`src/verilog/sprc_pkg.sv`:
```
// Constants and enumerations for the serial/parallel register chain.
// Assumes a single core clock domain; the serial link is sampled as plain inputs.
// Operation
// - Four 8-bit shift registers form one 32-bit chain under instruction control.
// - First two-way port has eight bits, an output latch, tied to input-end register.
// - Input-end register loads from accumulator pair, serial data or ROM immediate.
// - First port's pins are read into accumulator and auxiliary register together.
// - Port transfer instructions move all eight bits at once, both two-way ports.
// - Second register works like first, serial input from first register's LSB.
// - Second port's pins reach the auxiliary register four bits per transfer.
// - Third port output-only with latch; its register shifts in second's LSB.
// - Fourth port output-only; its register shifts in third's LSB, drives serial out.
// - Each port's eight pins can be copied into its chain register.
// - Two-way ports drive, or take pins in by port transfer, only after direction is set.
// - While shifting, a chosen 0 or 1 control bit enters the input-end MSB.
// - Serial out from output-end LSB on DATA; received bits enter input-end MSB.
// - Shift clock floats idle; driven when sending, supplied by peer when receiving.
`default_nettype none
package sprc_pkg;
  localparam int REG_W   = 8;
  localparam int NUM_REG = 4;
  localparam int CHAIN_W = REG_W * NUM_REG;
  localparam int NIB_W   = 4;
  // Register indices along the chain
  localparam logic [1:0] IDX_Q = 2'h0;
  localparam logic [1:0] IDX_R = 2'h1;
  localparam logic [1:0] IDX_S = 2'h2;
  localparam logic [1:0] IDX_T = 2'h3;
  localparam logic [7:0] REG_RST = 8'h00;
  // Core clock 25 MHz; transmit shift clock half period
  localparam int CLK_HZ       = 25_000_000;
  localparam int SCLK_HALF_NS = 160;
  localparam int SCLK_HALF_CYC =
    (SCLK_HALF_NS * (CLK_HZ / 1_000_000) / 1000) < 1 ? 1 :
    (SCLK_HALF_NS * (CLK_HZ / 1_000_000) / 1000);
  // Instruction codes presented to the block
  typedef enum logic [3:0] {
    SPRC_OP_NOP,
    SPRC_OP_LOAD_AB,
    SPRC_OP_LOAD_IMM,
    SPRC_OP_PORT_OUT,
    SPRC_OP_PORT_IN,
    SPRC_OP_READ_PIN,
    SPRC_OP_SET_DIR,
    SPRC_OP_SHIFT_INT,
    SPRC_OP_SEND,
    SPRC_OP_RECV,
    SPRC_OP_STOP
  } sprc_op_e;
  typedef enum logic [1:0] {SPRC_IDLE, SPRC_TX_LO, SPRC_TX_HI, SPRC_RX} sprc_state_e;
endpackage : sprc_pkg
`default_nettype wire

```
`src/verilog/sprc_sync.sv`:
```
// Two-flop synchroniser, vector wide.
// Assumes inputs come from outside the sys_clk domain.
`default_nettype none
module sprc_sync #(
  parameter int W = 1
) (
  input  wire logic         sys_clk,
  input  wire logic         arst_n,
  input  wire logic [W-1:0] async_in,
  output logic      [W-1:0] sync_out
);
  logic [W-1:0] meta_q;
  logic [W-1:0] meta_d;
  logic [W-1:0] sync_q;
  logic [W-1:0] sync_d;
  // First stage feeds only the second
  always_comb begin
    meta_d = async_in;
    sync_d = meta_q;
  end
  always_ff @(posedge sys_clk or negedge arst_n) begin
    if (!arst_n) begin
      meta_q <= '0;
      sync_q <= '0;
    end else begin
      meta_q <= meta_d;
      sync_q <= sync_d;
    end
  end
  assign sync_out = sync_q;
endmodule : sprc_sync
`default_nettype wire

```
`src/verilog/sprc_chain.sv`:
```
// The 32-bit general register chain with its four ports and serial link.
// Assumes the core issues one instruction per op_valid cycle on sys_clk.
`default_nettype none
module sprc_chain
  import sprc_pkg::*;
(
  input  wire logic             sys_clk,
  input  wire logic             arst_n,
  input  wire logic             op_valid,
  input  wire logic [3:0]       op_code,
  input  wire logic [1:0]       op_sel,
  input  wire logic [NIB_W-1:0] acc_in,
  input  wire logic [NIB_W-1:0] aux_in,
  input  wire logic [REG_W-1:0] imm_in,
  input  wire logic             ctl_bit,
  input  wire logic             dir_out,
  input  wire logic             nib_hi,
  output logic                  busy,
  output logic [NIB_W-1:0]      acc_out,
  output logic [NIB_W-1:0]      aux_out,
  output logic                  acc_we,
  output logic                  aux_we,
  input  wire logic [REG_W-1:0] pq_i,
  output logic      [REG_W-1:0] pq_o,
  output logic      [REG_W-1:0] pq_oe,
  input  wire logic [REG_W-1:0] pr_i,
  output logic      [REG_W-1:0] pr_o,
  output logic      [REG_W-1:0] pr_oe,
  output logic      [REG_W-1:0] ps_o,
  output logic      [REG_W-1:0] pt_o,
  input  wire logic             data_i,
  output logic                  data_o,
  output logic                  data_oe,
  input  wire logic             sclk_i,
  output logic                  sclk_o,
  output logic                  sclk_oe
);
  sprc_op_e op;
  assign op = sprc_op_e'(op_code);

  // Pins from the outside world: two flops before use
  logic [REG_W-1:0] pq_s;
  logic [REG_W-1:0] pr_s;
  logic [1:0]       ser_s;
  sprc_sync #(.W(REG_W)) u_sq (.sys_clk(sys_clk), .arst_n(arst_n), .async_in(pq_i),
                               .sync_out(pq_s));
  sprc_sync #(.W(REG_W)) u_sr (.sys_clk(sys_clk), .arst_n(arst_n), .async_in(pr_i),
                               .sync_out(pr_s));
  sprc_sync #(.W(2)) u_ss (.sys_clk(sys_clk), .arst_n(arst_n),
                           .async_in({data_i, sclk_i}), .sync_out(ser_s));

  logic [REG_W-1:0] chain_q [NUM_REG];
  logic [REG_W-1:0] chain_d [NUM_REG];
  logic [REG_W-1:0] lat_q   [NUM_REG];
  logic [REG_W-1:0] lat_d   [NUM_REG];
  logic [1:0]       dir_q;
  logic [1:0]       dir_d;
  logic [1:0]       set_q;
  logic [1:0]       set_d;
  sprc_state_e      st_q;
  sprc_state_e      st_d;
  logic [7:0]       cnt_q;
  logic [7:0]       cnt_d;
  logic             ctl_q;
  logic             ctl_d;
  logic             sclk_prev_q;
  logic             sclk_prev_d;
  logic [REG_W-1:0] rdata_q;
  logic [REG_W-1:0] rdata_d;
  logic             rd_acc_q;
  logic             rd_acc_d;
  logic             rd_aux_q;
  logic             rd_aux_d;
  logic             shift;
  logic             shift_in;
  logic             rx_rise;

  assign rx_rise = ser_s[0] & ~sclk_prev_q;

  // Instruction decode, shifting and serial sequencing
  always_comb begin
    chain_d     = chain_q;
    lat_d       = lat_q;
    dir_d       = dir_q;
    set_d       = set_q;
    st_d        = st_q;
    cnt_d       = cnt_q;
    ctl_d       = ctl_q;
    sclk_prev_d = ser_s[0];
    rdata_d     = rdata_q;
    rd_acc_d    = 1'b0;
    rd_aux_d    = 1'b0;
    shift       = 1'b0;
    shift_in    = ctl_q;
    unique case (st_q)
      SPRC_IDLE: begin
        if (op_valid) begin
          unique case (op)
            SPRC_OP_LOAD_AB:  chain_d[op_sel] = {acc_in, aux_in};
            SPRC_OP_LOAD_IMM: chain_d[op_sel] = imm_in;
            // Whole byte to the latch in one step
            SPRC_OP_PORT_OUT: lat_d[op_sel] = chain_q[op_sel];
            SPRC_OP_PORT_IN: begin
              // Two-way ports read pins only once set to input
              if (op_sel == IDX_Q && set_q[0] && !dir_q[0]) chain_d[IDX_Q] = pq_s;
              else if (op_sel == IDX_R && set_q[1] && !dir_q[1]) chain_d[IDX_R] = pr_s;
              else if (op_sel == IDX_S || op_sel == IDX_T) begin
                chain_d[op_sel] = lat_q[op_sel];
              end
            end
            SPRC_OP_READ_PIN: begin
              if (op_sel == IDX_Q) begin
                rdata_d  = pq_s;
                rd_acc_d = 1'b1;
                rd_aux_d = 1'b1;
              end else begin
                rdata_d  = nib_hi ? {pr_s[7:4], pr_s[7:4]} : {pr_s[3:0], pr_s[3:0]};
                rd_aux_d = 1'b1;
              end
            end
            SPRC_OP_SET_DIR: begin
              dir_d[op_sel[0]] = dir_out;
              set_d[op_sel[0]] = 1'b1;
            end
            SPRC_OP_SHIFT_INT: begin
              shift    = 1'b1;
              shift_in = ctl_bit;
            end
            SPRC_OP_SEND: begin
              ctl_d = ctl_bit;
              cnt_d = 8'(op_sel) + 8'h01;
              st_d  = SPRC_TX_LO;
            end
            SPRC_OP_RECV: st_d = SPRC_RX;
            default: ;
          endcase
        end
      end
      SPRC_TX_LO: begin
        if (cnt_q == 8'(SCLK_HALF_CYC)) begin
          st_d  = SPRC_TX_HI;
          cnt_d = 8'h01;
        end else cnt_d = cnt_q + 8'h01;
      end
      SPRC_TX_HI: begin
        if (cnt_q == 8'(SCLK_HALF_CYC)) begin
          shift = 1'b1;
          cnt_d = 8'h01;
          st_d  = (op_valid && op == SPRC_OP_STOP) ? SPRC_IDLE : SPRC_TX_LO;
        end else cnt_d = cnt_q + 8'h01;
      end
      SPRC_RX: begin
        if (rx_rise) begin
          shift    = 1'b1;
          shift_in = ser_s[1];
        end
        if (op_valid && op == SPRC_OP_STOP) st_d = SPRC_IDLE;
      end
    endcase
    if (shift) begin
      chain_d[IDX_Q] = {shift_in, chain_q[IDX_Q][REG_W-1:1]};
      for (int i = 1; i < NUM_REG; i++) begin
        chain_d[i] = {chain_q[i-1][0], chain_q[i][REG_W-1:1]};
      end
    end
  end

  always_ff @(posedge sys_clk or negedge arst_n) begin
    if (!arst_n) begin
      for (int i = 0; i < NUM_REG; i++) begin
        chain_q[i] <= REG_RST;
        lat_q[i]   <= REG_RST;
      end
      dir_q       <= 2'h0;
      set_q       <= 2'h0;
      st_q        <= SPRC_IDLE;
      cnt_q       <= 8'h00;
      ctl_q       <= 1'b0;
      sclk_prev_q <= 1'b0;
      rdata_q     <= 8'h00;
      rd_acc_q    <= 1'b0;
      rd_aux_q    <= 1'b0;
    end else begin
      chain_q     <= chain_d;
      lat_q       <= lat_d;
      dir_q       <= dir_d;
      set_q       <= set_d;
      st_q        <= st_d;
      cnt_q       <= cnt_d;
      ctl_q       <= ctl_d;
      sclk_prev_q <= sclk_prev_d;
      rdata_q     <= rdata_d;
      rd_acc_q    <= rd_acc_d;
      rd_aux_q    <= rd_aux_d;
    end
  end

  // Port pins follow their latches; two-way ports drive only in output mode
  assign pq_o    = lat_q[IDX_Q];
  assign pq_oe   = {REG_W{set_q[0] & dir_q[0]}};
  assign pr_o    = lat_q[IDX_R];
  assign pr_oe   = {REG_W{set_q[1] & dir_q[1]}};
  assign ps_o    = lat_q[IDX_S];
  assign pt_o    = lat_q[IDX_T];
  assign acc_out = rdata_q[REG_W-1:NIB_W];
  assign aux_out = rdata_q[NIB_W-1:0];
  assign acc_we  = rd_acc_q;
  assign aux_we  = rd_aux_q;
  // Serial link: float when idle, drive clock and data only while sending
  assign data_o  = chain_q[IDX_T][0];
  assign data_oe = (st_q == SPRC_TX_LO) || (st_q == SPRC_TX_HI);
  assign sclk_o  = (st_q == SPRC_TX_HI);
  assign sclk_oe = data_oe;
  assign busy    = (st_q != SPRC_IDLE);

  // Link idle float, one-bit advance per transmit pulse, and port, load, shift and read checks
  idle_float_a: assert property (@(posedge sys_clk) disable iff (!arst_n)
    (st_q == SPRC_IDLE) |-> (!sclk_oe && !data_oe)) else $error("link driven while idle");
  tx_shift_a: assert property (@(posedge sys_clk) disable iff (!arst_n)
    (st_q == SPRC_TX_HI && cnt_q == 8'(SCLK_HALF_CYC)) |=>
      chain_q[IDX_T][REG_W-1] == $past(chain_q[IDX_S][0])) else $error("chain not advanced");
  dir_gate_a: assert property (@(posedge sys_clk) disable iff (!arst_n)
    (|pq_oe) |-> set_q[0]) else $error("port driven before direction set");
  rx_entry_a: assert property (@(posedge sys_clk) disable iff (!arst_n)
    (st_q == SPRC_RX && rx_rise) |=> chain_q[IDX_Q][REG_W-1] == $past(ser_s[1]))
    else $error("received bit not at input-end msb");
  imm_load_a: assert property (@(posedge sys_clk) disable iff (!arst_n)
    (st_q == SPRC_IDLE && op_valid && op == SPRC_OP_LOAD_IMM) |=>
      chain_q[$past(op_sel)] == $past(imm_in)) else $error("immediate not loaded");
  port_out_a: assert property (@(posedge sys_clk) disable iff (!arst_n)
    (st_q == SPRC_IDLE && op_valid && op == SPRC_OP_PORT_OUT && op_sel == IDX_T) |=>
      pt_o == $past(chain_q[IDX_T])) else $error("port latch not updated");
  ctl_bit_a: assert property (@(posedge sys_clk) disable iff (!arst_n)
    (st_q == SPRC_IDLE && op_valid && op == SPRC_OP_SHIFT_INT) |=>
      chain_q[IDX_Q][REG_W-1] == $past(ctl_bit)) else $error("control bit lost");
  nib_read_a: assert property (@(posedge sys_clk) disable iff (!arst_n)
    (st_q == SPRC_IDLE && op_valid && op == SPRC_OP_READ_PIN && op_sel == IDX_R) |=>
      aux_we && !acc_we) else $error("nibble read not to auxiliary");
endmodule : sprc_chain
`default_nettype wire

```
`config.mk`:
```
export PLATFORM = sky130hd
export DESIGN_NAME = sprc_chain
export DESIGN_NICKNAME = d
export VERILOG_FILES = /design/src/verilog/sprc_pkg.sv /design/src/verilog/sprc_sync.sv /design/src/verilog/sprc_chain.sv
export SDC_FILE = /design/constraint.sdc
export NUM_CORES = 1
export LEC_CHECK = 0
export BUFFER_PORTS_ARGS = -buffer_cell sky130_fd_sc_hd__buf_2
export CAP_MARGIN = 20
export CORE_MARGIN = 5
export CORE_UTILIZATION = 60
export DETAILED_ROUTE_END_ITERATION = 10
export GPL_TIMING_DRIVEN = 0
export HOLD_SLACK_MARGIN = 0.03
export PLACE_DENSITY = 0.84
export RECOVER_POWER = 50
export SETUP_SLACK_MARGIN = 0.5
export SLEW_MARGIN = 30
export SYNTH_ARGS = -nofsm -noshare
export SYNTH_HDL_FRONTEND = slang
export SYNTH_SLANG_ARGS = --single-unit
```
`constraint.sdc`:
```
create_clock -name sys_clk -period 4.1 [get_ports sys_clk]
set_clock_uncertainty 0.05 [all_clocks]
set_input_delay 0.205 -clock sys_clk [delete_from_list [all_inputs] [get_ports sys_clk]]
set_output_delay 0.205 -clock sys_clk [all_outputs]
set_load 0.1 [all_outputs]
```
==> reports/qor.csv <==
stage;metric;value;unit
setup_path;critPathCaptureType;register;
synth;synth_top_area_share;46.15;%
synth;synth.cell_area;0.006832;mm²
die;initial_core_util;60.61;%
global_route;grt_pass1_wl;33950;µm
die;die_area;0.01362;mm²
synth;ys_warn_count;0;
layout;n_fill_cell;757;
detailed_routing;wire_per_inst;23.42;µm
placement;gp_congestion;0.9777;
clock_network;post_cts_resized;0;
global_route;grt_max_degree;91;
layout;n_antenna_cell;0;
clock_network;ctsHoldBuffers;21;
min_path;hold_path_class;primary input to register;
sta;worstMarginPinSlew;2.178;ns
synth;synth_seq_cells;126;
sta;rsz0062_at_grt;false;
synth;syn_area_per_cell;10.78;µm²
clock_network;clk_latency;0.42;ns
synth;synthArstFlopShare;100.0;%
global_route;grt_overflow;0;
clock_network;cts_tree;done;
pwr;pwr_density_cell;624.0;mW/mm²
setup_path;critical-path-top-delay-family;buffers and inverters;
die;rows;39;
layout;design_area;0.008353;mm²
sta;period_needed;2.770;ns
sta;max_slew_margin;-45.20;%
detailed_routing;drtIter0Drc;848;
setup_path;critPathSlowestCell;buf_2;
synth;synth_fp_nets;691;
placement;post-place-ws;0.8970;ns
setup_path;cpPeakStageDelay;0.42;ns
layout;fin_nets;839;
detailed_routing;ant_nets;0;
sta;finalWorstSetupSlack;1.330;ns
die;design.core.area;0.01127;mm²
detailed_routing;via_per_inst;6.434;
detailed_routing;vias;6035;
detailed_routing;drc;0;
clock_network;numCtsBuffers;17;
setup_path;path_class;primary input to register;
clock_network;cts_setup_buffers;0;
setup_path;path_cells;buf_2 > buf_2 > buf_2 > inv_1 > ha_1 > clkbuf_1 > nand3b_1 > a31oi_1 > a211oi_1 > o21ai_4 > buf_6 > nand2_1 > o31ai_1;
clock_network;htree_levels;4;
clock_network;cts_buffer_depth;2;
synth;synth-edff-count;0;
synth;ys_top_cells_by_count;126 x dfrtp_1, 71 x nand2_1, 43 x mux2_2;
clock_network;root_buffer;clkbuf_16;
setup_path;worstPathArrival;3.01;ns
sta;hold_viol_final;0;
die;io_pins;109;
synth;synthDistinctLibCells;63;
pwr;peakVddDrop;607.4;µV
placement;post-dp-hpwl;16010;µm
setup_path;cp_max_fo;10;
sta;max_clock_freq;361.0;MHz
detailed_routing;drt_first_pass_iters;6;
detailed_routing;wirelength;21970;µm
global_route;grt_pass1_vias;5944;
global_route;grtUsageTotal;33.71;%
pwr;p_leak;0.004023;µW
sta;slew_violations;37;
setup_path;r2r_slack;1.39;ns
sta;finalCritPeriodShare;67.55;%
synth;yosys.cell_count.top_type;dfrtp_1;
layout;drive_gt1_share;31.57;%
synth;ys.flop_type;dfrtp_1;
setup_path;worst-endpoint-required;4.34;ns
layout;postLayoutCoreUtil;74.10;%
global_route;antenna_found_initial;1;
die;die_w;116.7;µm
outcome;status;finished, violations left;
sta;setup_viol;0;
setup_path;critPathBufInv;6;
clock_network;clock_sinks;126;
setup_path;crit_top_cell;buf_2;
job;cap_violations;1;
placement;post_dp_cell_area;0.007596;mm²
clock_network;path_clk_slew;0.06;ns
outcome;violations;max-capacitance violations, max-slew violations;
layout;areaGrowthSynthToFinish;22.27;%
synth;ys_top_cells_by_area;dfrtp_1 46%, mux2_2 7.1%, mux4_2 4.9%;
setup_path;worst_setup_path_start_kind;primary input;
die;dieHeight;116.7;µm
placement;io_buffers;107;
synth;syn_inst;634;
synth;yosysSeqAreaShare;46.15;%
sta;fin_setup_tns;0;ns
synth;yosysTopAreaCell;dfrtp_1;
tightest hold or removal path: stages:
cell     delay (ns)
buf_2          0.13
nand3_1        0.09
a21oi_1        0.07
a21oi_1        0.13
layer usage:
layer,wire length (µm),global-route usage (%),share of wire (%),vias to the layer above
li1,-,-,-,2642
met1,8965,47.07,41,2949
met2,10100,51.88,46,394
met3,2273,7.720,10,50
met4,638,12.39,2.9,0
met5,0,0,0,-
where the power goes:
group	switching [µW]	total [µW]	internal, µW
Sequential	248	1720	1470
Combinational	1500	2070	572
Clock	574	1420	849
Total	2320	5210	2890
sequential cells by signal (all words and copies together) (netlist names), 2 cells and up:
name,cells
chain_q,31
cnt_q,8
pq_o,8
pr_o,8
ps_o,8
pt_o,8
rdata_q,8
u_sq.meta_q,8
u_sq.sync_out,8
u_sr.meta_q,8
u_sr.sync_out,8
dir_q,2
set_q,2
st_q,2
u_ss.meta_q,2
u_ss.sync_out,2
per-stage QoR:
step | power [µW] | hold slack (ns) | instances
6_report | 5212 | 0.2003 | 938
5_1_grt | 5436 | 0.2146 | 938
4_1_cts | 5173 | 0.1889 | 938
3_5_place_dp | 3749 | 0.04653 | 885
3_3_place_gp | 3682 | 0.2622 | 884
2_1_floorplan | 3246 | -0.1406 | 634
worst paths after layout:
check,from,cells past startpoint,to
max in group asynchronous,arst_n,3,pt_o[6]
max,op_sel[0],13,chain_q[9]
max reg2reg,st_q[1],9,chain_q[9]
min in group asynchronous,arst_n,2,cnt_q[5]
min,op_valid,4,st_q[0]
min reg2reg,u_sq.meta_q[7],0,u_sq.sync_out[7]
placed cells by master, fill, tap and decap left out, types with 9 or more instances in the layout:
master / synthesis / final
o31ai_1: 13 / 13
buf_2: 13 / 118
clkbuf_1: 16 / 18
a21oi_1: 14 / 14
and3_1: 10 / 10
nor2_1: 31 / 31
dlygate4sd3_1: 0 / 21
a32oi_1: 9 / 9
clkbuf_16: 0 / 17
a211oi_1: 9 / 9
mux4_2: 15 / 15
nand3_1: 23 / 23
mux2i_1: 33 / 33
inv_1: 16 / 16
mux2_2: 43 / 43
o21ai_0: 34 / 34
buf_4: 19 / 19
ha_1: 11 / 11
nor2b_1: 9 / 9
dfrtp_1: 126 / 126
nand2_1: 71 / 71
layout make-up:
class,count,area (µm²),area share [%]
multi-input combinational,437,3306,39.57
sequential,126,3153,37.75
timing repair buffer,129,772.0,9.242
clock buffer,19,442.9,5.303
buffer,55,325.3,3.895
tap,143,178.9,2.142
clock inverter,13,115.1,1.378
inverter,16,60.06,0.7190
logic make-up after synthesis:
group / after synthesis / synth area share, %
DFF: 126 / 46.15
AOI/OAI and AO/OA: 145 / 15.53
adders and majority gates: 11 / 2.015
xor gates and xnor gates: 2 / 0.2565
and+or+nand+nor: 188 / 13.53
buffers and inverters: 71 / 5.641
muxes: 91 / 16.87
Power figures use the tool's default switching activity.
